[src/logic/osl_pkg.sv]
// package: register map, field layout and encodings of the oscillator select lock block
package osl_pkg;
    // ************************************************************
    // register offsets (byte addresses on apb)
    // ************************************************************
    localparam logic [7:0] OSL_OFF_CTRL = 8'h00;
    localparam logic [7:0] OSL_OFF_STATUS = 8'h04;
    localparam logic [7:0] OSL_OFF_IRQ_STAT = 8'h08;
    localparam logic [7:0] OSL_OFF_IRQ_MASK = 8'h0C;
    // ************************************************************
    // control register fields and values
    // ************************************************************
    localparam int OSL_POS_PRIMARY_FAIL_EN = 4;
    localparam int OSL_POS_WDOG_FAIL_EN = 3;
    localparam int OSL_POS_SEL_LSB = 0;
    localparam int OSL_SEL_W = 3;
    localparam logic [7:0] OSL_CTRL_RESET = 8'h00;
    localparam logic [7:0] OSL_UNLOCK_FIRST = 8'hE7;
    localparam logic [7:0] OSL_UNLOCK_SECOND = 8'h18;
    localparam logic [2:0] OSL_SEL_IPO_FAST = 3'h0;
    localparam logic [2:0] OSL_SEL_IPO_SLOW = 3'h1;
    localparam logic [2:0] OSL_SEL_CRYSTAL = 3'h2;
    localparam logic [2:0] OSL_SEL_WDOG = 3'h3;
    localparam logic [2:0] OSL_SEL_EXT_PIN = 3'h4;
    // ************************************************************
    // interrupt status bits
    // ************************************************************
    localparam int OSL_IRQ_W = 4;
    localparam int OSL_IRQ_UPDATE = 0;
    localparam int OSL_IRQ_BAD_SEQ = 1;
    localparam int OSL_IRQ_PRIMARY_FAIL = 2;
    localparam int OSL_IRQ_WDOG_FAIL = 3;
    localparam logic [3:0] OSL_IRQ_MASK_RESET = 4'h0;
    // unlock tracker states, one-hot
    typedef enum logic [2:0] {
        OSL_LOCKED = 3'b001,
        OSL_HALF = 3'b010,
        OSL_OPEN = 3'b100
    } osl_lock_t;
endpackage : osl_pkg

[src/logic/osl_apb_if.sv]
// interface: decoded register strobes between the apb slave and the lock core
`timescale 1ns/10ps
`default_nettype none
interface osl_reg_if;
    logic ctrl_wr;
    logic [7:0] wdata;
    logic [7:0] ctrl_q;
    logic [1:0] lock_state;
    modport core (input ctrl_wr, input wdata, output ctrl_q, output lock_state);
    modport bus (output ctrl_wr, output wdata, input ctrl_q, input lock_state);
endinterface : osl_reg_if
`default_nettype wire

[src/logic/osl_lock_core.sv]
// module: unlock sequence tracker and protected oscillator control register
`timescale 1ns/10ps
`default_nettype none
module osl_lock_core (
    input wire logic pclk,
    input wire logic presetn,
    osl_reg_if.core rif,
    output logic updated,
    output logic bad_seq
);
    osl_pkg::osl_lock_t state_reg;
    logic [7:0] ctrl_reg;

    // ************************************************************
    // unlock tracker: only writes to the control register move it
    // ************************************************************
    always_ff @(posedge pclk or negedge presetn) begin
        if (!presetn) begin
            state_reg <= osl_pkg::OSL_LOCKED;
        end else if (rif.ctrl_wr) begin
            case (state_reg)
                osl_pkg::OSL_LOCKED: begin
                    if (rif.wdata == osl_pkg::OSL_UNLOCK_FIRST) begin
                        state_reg <= osl_pkg::OSL_HALF;
                    end
                end
                osl_pkg::OSL_HALF: begin
                    if (rif.wdata == osl_pkg::OSL_UNLOCK_SECOND) begin
                        state_reg <= osl_pkg::OSL_OPEN;
                    end else begin
                        state_reg <= osl_pkg::OSL_LOCKED;
                    end
                end
                osl_pkg::OSL_OPEN: begin
                    state_reg <= osl_pkg::OSL_LOCKED;
                end
                default: begin
                    state_reg <= osl_pkg::OSL_LOCKED;
                end
            endcase
        end
    end

    // ************************************************************
    // protected register: loads only from the open state
    // ************************************************************
    always_ff @(posedge pclk or negedge presetn) begin
        if (!presetn) begin
            ctrl_reg <= osl_pkg::OSL_CTRL_RESET;
        end else if (rif.ctrl_wr && state_reg == osl_pkg::OSL_OPEN) begin
            ctrl_reg <= rif.wdata;
        end
    end

    // event pulses for the interrupt status
    always_ff @(posedge pclk or negedge presetn) begin
        if (!presetn) begin
            updated <= 1'b0;
            bad_seq <= 1'b0;
        end else begin
            updated <= rif.ctrl_wr && state_reg == osl_pkg::OSL_OPEN;
            bad_seq <= rif.ctrl_wr && state_reg == osl_pkg::OSL_HALF
                && rif.wdata != osl_pkg::OSL_UNLOCK_SECOND;
        end
    end

    assign rif.ctrl_q = ctrl_reg;
    assign rif.lock_state = {state_reg == osl_pkg::OSL_OPEN, state_reg == osl_pkg::OSL_HALF};

    // ************************************************************
    // assertions
    // ************************************************************
    // second unlock value after the first opens the register for one write
    property p_unlock_load;
        @(posedge pclk) disable iff (!presetn)
        (rif.ctrl_wr && rif.wdata == osl_pkg::OSL_UNLOCK_SECOND && state_reg == osl_pkg::OSL_HALF)
        |=> (state_reg == osl_pkg::OSL_OPEN);
    endproperty
    a_unlock_load: assert property (p_unlock_load) else $error("unlock pair did not allow update");

    property p_relock;
        @(posedge pclk) disable iff (!presetn)
        (rif.ctrl_wr && state_reg == osl_pkg::OSL_OPEN)
        |=> (state_reg == osl_pkg::OSL_LOCKED) && updated && (ctrl_reg == $past(rif.wdata));
    endproperty
    a_relock: assert property (p_relock) else $error("register not relocked after update");

    property p_no_change;
        @(posedge pclk) disable iff (!presetn)
        (state_reg != osl_pkg::OSL_OPEN) |=> $stable(ctrl_reg);
    endproperty
    a_no_change: assert property (p_no_change) else $error("control changed while locked");

    property p_gap_hold;
        @(posedge pclk) disable iff (!presetn)
        (!rif.ctrl_wr) |=> $stable(state_reg);
    endproperty
    a_gap_hold: assert property (p_gap_hold) else $error("unlock progress disturbed by other access");

    property p_half_order;
        @(posedge pclk) disable iff (!presetn)
        (rif.ctrl_wr && state_reg == osl_pkg::OSL_LOCKED) |=> (state_reg != osl_pkg::OSL_OPEN);
    endproperty
    a_half_order: assert property (p_half_order) else $error("unlock skipped the first value");

    property p_bad_second;
        @(posedge pclk) disable iff (!presetn)
        (rif.ctrl_wr && state_reg == osl_pkg::OSL_HALF && rif.wdata != osl_pkg::OSL_UNLOCK_SECOND)
        |=> state_reg == osl_pkg::OSL_LOCKED ##1 $stable(ctrl_reg);
    endproperty
    a_bad_second: assert property (p_bad_second) else $error("wrong second value not rejected");
endmodule : osl_lock_core
`default_nettype wire

[src/logic/osl_top.sv]
// module: apb top of the oscillator select lock, clock source decode and interrupts
// What this block does
// - unlock needs a write of E7 then a write of 18 to the control register
// - after unlock, the next control write loads and the register relocks
// - any other sequence of control writes leaves the register unchanged
// - unlock values must be ordered but other bus cycles may fall between them
// - accesses to other registers never disturb the unlock progress
// - select field picks fast rc, slow rc, crystal, watchdog osc, or external pin
// - primary fail enable bit turns primary failure detection and recovery on
// - watchdog fail enable bit turns watchdog oscillator failure detection on
`timescale 1ns/10ps
`default_nettype none
module osl_top (
    input wire logic pclk,
    input wire logic presetn,
    input wire logic psel,
    input wire logic penable,
    input wire logic pwrite,
    input wire logic [7:0] paddr,
    input wire logic [31:0] pwdata,
    output logic [31:0] prdata,
    output logic pready,
    output logic pslverr,
    input wire logic primary_osc_fail,
    input wire logic watchdog_osc_fail,
    output logic [2:0] system_clock_source_select,
    output logic [4:0] clock_source_onehot,
    output logic primary_osc_fail_detect_enable,
    output logic watchdog_osc_fail_detect_enable,
    output logic primary_recover,
    output logic irq
);
    osl_reg_if rif ();
    logic updated;
    logic bad_seq;
    logic acc;
    logic mapped;
    logic [3:0] irq_stat_reg;
    logic [3:0] irq_mask_reg;
    logic [3:0] events;
    logic stat_rd;

    osl_lock_core u_core (
        .pclk(pclk),
        .presetn(presetn),
        .rif(rif),
        .updated(updated),
        .bad_seq(bad_seq)
    );

    // ************************************************************
    // apb decode: one wait state, error on unmapped offsets
    // ************************************************************
    assign acc = psel && penable && !pready;
    assign mapped = paddr == osl_pkg::OSL_OFF_CTRL || paddr == osl_pkg::OSL_OFF_STATUS
        || paddr == osl_pkg::OSL_OFF_IRQ_STAT || paddr == osl_pkg::OSL_OFF_IRQ_MASK;
    assign rif.ctrl_wr = acc && pwrite && paddr == osl_pkg::OSL_OFF_CTRL;
    assign rif.wdata = pwdata[7:0];
    assign stat_rd = acc && !pwrite && paddr == osl_pkg::OSL_OFF_IRQ_STAT;

    // ready pulses one cycle into the access phase
    always_ff @(posedge pclk or negedge presetn) begin
        if (!presetn) begin
            pready <= 1'b0;
            pslverr <= 1'b0;
        end else begin
            pready <= acc;
            pslverr <= acc && !mapped;
        end
    end

    // read data mux, registered with ready
    always_ff @(posedge pclk or negedge presetn) begin
        if (!presetn) begin
            prdata <= 32'h0000_0000;
        end else if (acc && !pwrite) begin
            case (paddr)
                osl_pkg::OSL_OFF_CTRL: prdata <= {24'h00_0000, rif.ctrl_q};
                osl_pkg::OSL_OFF_STATUS: prdata <= {30'h0000_0000, rif.lock_state};
                osl_pkg::OSL_OFF_IRQ_STAT: prdata <= {28'h000_0000, irq_stat_reg};
                osl_pkg::OSL_OFF_IRQ_MASK: prdata <= {28'h000_0000, irq_mask_reg};
                default: prdata <= 32'h0000_0000;
            endcase
        end else begin
            prdata <= 32'h0000_0000;
        end
    end

    // ************************************************************
    // clock source and failure detect outputs
    // ************************************************************
    always_ff @(posedge pclk or negedge presetn) begin
        if (!presetn) begin
            system_clock_source_select <= osl_pkg::OSL_CTRL_RESET[2:0];
            clock_source_onehot <= 5'h01;
            primary_osc_fail_detect_enable <= 1'b0;
            watchdog_osc_fail_detect_enable <= 1'b0;
        end else begin
            system_clock_source_select <= rif.ctrl_q[osl_pkg::OSL_POS_SEL_LSB +: osl_pkg::OSL_SEL_W];
            case (rif.ctrl_q[osl_pkg::OSL_POS_SEL_LSB +: osl_pkg::OSL_SEL_W])
                osl_pkg::OSL_SEL_IPO_FAST: clock_source_onehot <= 5'h01;
                osl_pkg::OSL_SEL_IPO_SLOW: clock_source_onehot <= 5'h02;
                osl_pkg::OSL_SEL_CRYSTAL: clock_source_onehot <= 5'h04;
                osl_pkg::OSL_SEL_WDOG: clock_source_onehot <= 5'h08;
                osl_pkg::OSL_SEL_EXT_PIN: clock_source_onehot <= 5'h10;
                default: clock_source_onehot <= 5'h00; // reserved codes select nothing
            endcase
            primary_osc_fail_detect_enable <= rif.ctrl_q[osl_pkg::OSL_POS_PRIMARY_FAIL_EN];
            watchdog_osc_fail_detect_enable <= rif.ctrl_q[osl_pkg::OSL_POS_WDOG_FAIL_EN];
        end
    end

    // recovery request only while primary detection is enabled
    always_ff @(posedge pclk or negedge presetn) begin
        if (!presetn) begin
            primary_recover <= 1'b0;
        end else begin
            primary_recover <= primary_osc_fail && rif.ctrl_q[osl_pkg::OSL_POS_PRIMARY_FAIL_EN];
        end
    end

    // ************************************************************
    // interrupts: sticky status, cleared by read, set wins
    // ************************************************************
    always_comb begin
        events = '0;
        events[osl_pkg::OSL_IRQ_UPDATE] = updated;
        events[osl_pkg::OSL_IRQ_BAD_SEQ] = bad_seq;
        events[osl_pkg::OSL_IRQ_PRIMARY_FAIL] = primary_osc_fail && rif.ctrl_q[osl_pkg::OSL_POS_PRIMARY_FAIL_EN];
        events[osl_pkg::OSL_IRQ_WDOG_FAIL] = watchdog_osc_fail && rif.ctrl_q[osl_pkg::OSL_POS_WDOG_FAIL_EN];
    end

    always_ff @(posedge pclk or negedge presetn) begin
        if (!presetn) begin
            irq_stat_reg <= 4'h0;
        end else begin
            irq_stat_reg <= (stat_rd ? 4'h0 : irq_stat_reg) | events;
        end
    end

    always_ff @(posedge pclk or negedge presetn) begin
        if (!presetn) begin
            irq_mask_reg <= osl_pkg::OSL_IRQ_MASK_RESET;
        end else if (acc && pwrite && paddr == osl_pkg::OSL_OFF_IRQ_MASK) begin
            irq_mask_reg <= pwdata[3:0];
        end
    end

    always_ff @(posedge pclk or negedge presetn) begin
        if (!presetn) begin
            irq <= 1'b0;
        end else begin
            irq <= |(((stat_rd ? 4'h0 : irq_stat_reg) | events) & irq_mask_reg);
        end
    end

    // ************************************************************
    // assertions
    // ************************************************************
    property p_select_follow;
        @(posedge pclk) disable iff (!presetn)
        (rif.ctrl_q[2:0] == osl_pkg::OSL_SEL_WDOG) |=> clock_source_onehot == 5'h08;
    endproperty
    a_select_follow: assert property (p_select_follow) else $error("watchdog source not selected");

    property p_pfail_gate;
        @(posedge pclk) disable iff (!presetn)
        (primary_osc_fail && !rif.ctrl_q[4]) |=> !primary_recover;
    endproperty
    a_pfail_gate: assert property (p_pfail_gate) else $error("recovery while detection disabled");

    property p_wfail_gate;
        @(posedge pclk) disable iff (!presetn)
        (watchdog_osc_fail && rif.ctrl_q[3] && !stat_rd) |=> irq_stat_reg[3];
    endproperty
    a_wfail_gate: assert property (p_wfail_gate) else $error("watchdog failure not flagged");
endmodule : osl_top
`default_nettype wire
[config.mk]
export PLATFORM = sky130hd
export DESIGN_NAME = osl_top
export DESIGN_NICKNAME = d
export VERILOG_FILES = /design/src/logic/osl_pkg.sv /design/src/logic/osl_apb_if.sv /design/src/logic/osl_lock_core.sv /design/src/logic/osl_top.sv
export SDC_FILE = /design/constraint.sdc
export NUM_CORES = 1
export LEC_CHECK = 0
export BUFFER_PORTS_ARGS = -buffer_cell sky130_fd_sc_hd__buf_2
export CAP_MARGIN = 40
export CORE_ASPECT_RATIO = 2
export CORE_UTILIZATION = 30
export CTS_BUF_LIST = sky130_fd_sc_hd__clkbuf_4 sky130_fd_sc_hd__clkbuf_8 sky130_fd_sc_hd__clkbuf_16
export DETAILED_ROUTE_END_ITERATION = 12
export GPL_ROUTABILITY_DRIVEN = 0
export HOLD_SLACK_MARGIN = 0.03
export PLACE_DENSITY = 0.63
export REMOVE_ABC_BUFFERS = 1
export SLEW_MARGIN = 20
export SYNTH_ARGS = -nofsm -noshare
export SYNTH_HDL_FRONTEND = slang
export SYNTH_SLANG_ARGS = --single-unit
[constraint.sdc]
create_clock -name pclk -period 3.1 [get_ports pclk]
set_input_delay 0.31 -clock pclk [delete_from_list [all_inputs] [get_ports pclk]]
set_output_delay 0.31 -clock pclk [all_outputs]
set_load 0.02 [all_outputs]
Word level (Yosys, flattened, before mapping)
Index checks and enable logic that the tools add are counted.
Widths: inputs -> output; s select.
- bitwise logic cells: 2
- multiplexer cells: 7
- reduce and logical (&&, ||, !) cells: 23
- eq/ne operators: 14
- operators with widths (operator ; number):
    $pmux 8 s4 ; 1
    $pmux 5 s5 ; 1
    $eq 8x4->1 const B ; 2
    $logic_and 1x1->1 ; 13
    $eq 3x2->1 const B ; 3
    $eq 8x3->1 const B ; 1
    $eq 8x5->1 const B ; 1
    $eq 8x8->1 const B ; 1
    $logic_not 8->1 ; 1
    $mux 8 ; 1
    $ne 8x5->1 const B ; 1
    $eq 3x1->1 const B ; 2
    $eq 3x3->1 const B ; 2
    $mux 3 ; 2
    $pmux 3 s2 ; 1
    $and 4x4->4 ; 1
    $mux 4 ; 1
    $or 4x4->4 ; 1
    $reduce_or 4->1 ; 1
    $logic_not 1->1 ; 3
    $logic_not 3->1 ; 1
    $logic_or 1x1->1 ; 3
    $ne 2x1->1 const B ; 1
    $reduce_and 2->1 ; 1
- output and inout port bits: 46
- input bits: 47
- word-level logic and storage cells: 61
- register bits: 67

Logic depth before layout (Yosys ltp)
- depth after elaboration: 8
- depth in mapped cells: 5
- mapped depth without buffers: 4

Modules after synthesis
Synthesis repeated with hierarchy kept, for this count alone.
- cell total of the unflattened synthesis: 154
- area, all modules: 1990.7 um^2
- modules (own cells, without submodules) (module ; area each (um^2) ; instances ; cells each ; seq. area each (um^2)):
    osl_top ; 1385.1 ; 1 ; 114 ; 752.0
    osl_lock_core ; 605.6 ; 1 ; 40 ; 326.6

Worst setup path after synthesis
No wires, ideal clock.
- kind: input port to flip-flop
- from: in paddr[1]
- to: reg u_core.ctrl_reg[0] (netlist: u_core.rif.ctrl_q[0])
- path buffers: 1
- required time: 2975 ps
- library setup time: 125 ps
- slack: 935 ps
- data arrival time: 2040 ps
- stages on the path: 5
- cells stage by stage: or4_4 -> or4_1 -> clkbuf_1 -> nor2_4 -> mux2_2
- word-level cells in the longest chain between the ends: 3
- RTL lines (what ; line ; RTL):
    start: declaration ; osl_top.sv:19 ; input wire logic [7:0] paddr,
    $logic_not 8->1 ; osl_top.sv:57 ; assign rif.ctrl_wr = acc && pwrite && paddr == osl_pkg::OSL_OFF_CTRL;
    $logic_and 1x1->1 ; osl_top.sv:57 ;
    $logic_and 1x1->1 ; osl_lock_core.sv:50 ; end else if (rif.ctrl_wr && state_reg == osl_pkg::OSL_OPEN) begin
    end signal: assignment ; osl_lock_core.sv:49 ; ctrl_reg <= osl_pkg::OSL_CTRL_RESET;
    end signal: assignment ; osl_lock_core.sv:51 ; ctrl_reg <= rif.wdata;
    end: declaration ; osl_lock_core.sv:12 ; logic [7:0] ctrl_reg;
Every way passes these cells.
A chain may end at the register's enable or synchronous reset.

Worst setup path in the final report
- from: in paddr[1]
- to: reg u_core.ctrl_reg[3] (netlist: u_core.rif.ctrl_q[3])
The elaborated chain is that of the path after synthesis.

==> run metrics <==
post-CTS sizing=0; total chip power=0.00115 W; global-route wire length before repair=5.80 mm; Power Density=505 nW/um2; main combinational cell family by area after synthesis=simple AND/OR/NAND/NOR gates; leading post-synthesis cells by cell area=dfrtp_1, buf_4, mux2_2; Cell variety after synth=42; most frequent cells in the layout=buf_2, dfrtp_1, conb_1, mux2_2, nor2_1; # fillers=616; Yosys reg bits=43; Rows=40; Die Ht=114 um; startpoint types=primary input; post-layout min period=2.10 ns; critical path arrival=2.27 ns; area leader, netlist=dfrtp_1; grt ovf=0; vias=1265; post-route ant nets=0; share of the synthesized area in the top cell type=54.2%; Final nets=250; Critical Path RT=3.27 ns; Fin. Hold Viols=0; Peak VDD IR=0.336 mV; die area=6650 um2; Top Ports=93; TNS Setup=0 ns; DR WL/cell=12.6 um; drt pass-1 iters=4; P&R area growth vs syn=20.8%; Synth Area in Simple Gates=15.5%; Die X=58.2 um; drt drc=0; crit path kind=primary input to flip-flop; max-cap viol count=0; Post-DP HPWL=2.82 mm; port buffer count=44; fin crit share=67.9%; Synth warnings=0; area of the mapped netlist=1890 um2; Worst-path clk slew=0.05 ns; Worst Tran Pin Value=0.600 ns; maximum number of pins on one net before global-route repair=25; Max Clock Freq=475 MHz; CTS tree=done; Clock Skew=0.00328 ns; compound-cell area share of the yosys netlist=6.68%; CTS buffer count=5; Post-synth EDFFs=0; Synth Area in XOR/XNOR=0%; Setup Viol. Count Final=0; status=finished, final reports clean; vias in the first global route=1205; Post-synth ARST share=100%; drt via density=4.39; final slew viol count=0; Post-Route WL=3.62 mm; Post-Synth Adder-Cell Area=0%; worst rel slew slack=59.4%; initial antenna violation count=0; ys flop type=dfrtp_1; post-synthesis sequential area ratio=57.0%; # diodes=0; Root Driver=clkbuf_16; clock sinks=43; global-route usage over all layers=12.2%; share of cells above drive strength 1=36.3%; Initial Util=31.2%; H-tree depth=2; Mean Syn Cell Area=12.2 um2; mux share of post-synthesis cell area=9.39%; Critical Path End Type=flip-flop; worst min-delay path class=primary input to flip-flop; Post CTS Setup Buffer Count=0; DRC marker count from the first detailed-route iteration=9; Hold Slack=0.279 ns; core area=6060 um2; commonest non-fill, non-tap cell in the layout=buf_2; leak pwr=1.24 nW; RSZ-0062 raised after global routing=no; CTS Buffer Depth=2; clock latency on the worst-skew pair=0.28 ns; cells after synthesis=155; critical path fanouts, max=9
-- worst max-delay path, cell delays in order --
cell and delay (ns):
buf_2 0.09, or4_4 0.54, or4_1 0.66, nor2_4 0.29, mux2_2 0.37
-- worst paths after layout --
| path | startpoint | endpoint | slack, ns | cells after the start |
|---|---|---|---|---|
| worst max-delay path | paddr[1] | u_core.rif.ctrl_q[3]$_DFFE_PN0P_ | 1.0 | 5 |
| worst min-delay path | watchdog_osc_fail | irq_stat_reg[3]$_DFF_PN0_ | 0.28 | 2 |
| worst max register to register | pready$_DFF_PN0_ | u_core.rif.ctrl_q[3]$_DFFE_PN0P_ | 1.03 | 4 |
| worst min register to register | u_core.rif.ctrl_q[4]$_DFFE_PN0P_ | primary_osc_fail_detect_enable$_DFF_PN0_ | 0.43 | 0 |
| max in group asynchronous | presetn | clock_source_onehot[0]$_DFF_PN1_ | 2.01 | 3 |
| min in group asynchronous | presetn | u_core.rif.ctrl_q[6]$_DFFE_PN0P_ | 0.52 | 2 |
-- kinds of logic after synthesis --
family | count (synthesis)
AND/OR/NAND/NOR | 47
flip-flops | 43
buffers and inverters | 31
AO/OA/AOI/OAI | 18
multiplexers | 15
other | 1
-- synthesized netlist by cell type (2+ instances only) --
library cell / instances
a21oi_1: 3
or3b_2: 2
dfstp_2: 2
nor2_1: 8
inv_1: 3
nor4b_1: 2
or4_1: 2
a22oi_1: 3
buf_4: 24
a211oi_1: 2
nand3_1: 3
a21o_1: 5
nor3_1: 3
dfrtp_1: 41
and2_1: 5
mux2_2: 12
nor3b_1: 3
mux2i_1: 2
a31oi_1: 2
nand2_1: 6
-- layer usage --
| metal | track usage [%] | share of wire (%) | up-vias |
|---|---|---|---|
| li1 | - | - | 587 |
| met1 | 11.4 | 34 | 621 |
| met2 | 22.2 | 58 | 52 |
| met3 | 3.50 | 5.1 | 5 |
| met4 | 7.62 | 3.0 | 0 |
| met5 | 0 | 0 | - |
-- where the power goes --
| part | switching (W) | internal, W |
|---|---|---|
| Clock | 0.000197 | 0.000315 |
| Sequential | 0.00000147 | 0.000564 |
| Combinational | 0.0000566 | 0.0000216 |
-- timing repair --
action / 4_1_cts / 5_1_grt
setup endpoints to repair: 0 / 0
hold buffers: 1 / 0
endpoints found under the hold margin: 19 / 0
-- stage by stage --
step	setup WS [ns]	cell area (um2)	std cells	util (%)
after global placement	0.693	2100	278	34.7
after CTS	0.979	2290	288	37.7
after floorplan	0.953	1780	150	-
final	0.996	2290	288	37.7
after global routing	0.926	2290	288	37.7
after detailed placement	0.685	2130	279	35.2
-- final cells by class --
cell class	count	area, um2	area share, %
clock inverters	1	5.00	0.219
well taps	84	105	4.60
flip-flops and latches	43	1080	47.2
clock buffers	7	140	6.13
multi-input cells	104	688	30.1
repair buffers	46	258	11.3
inverters	3	11.3	0.493
Note: power is estimated with default switching activity, not from simulation.
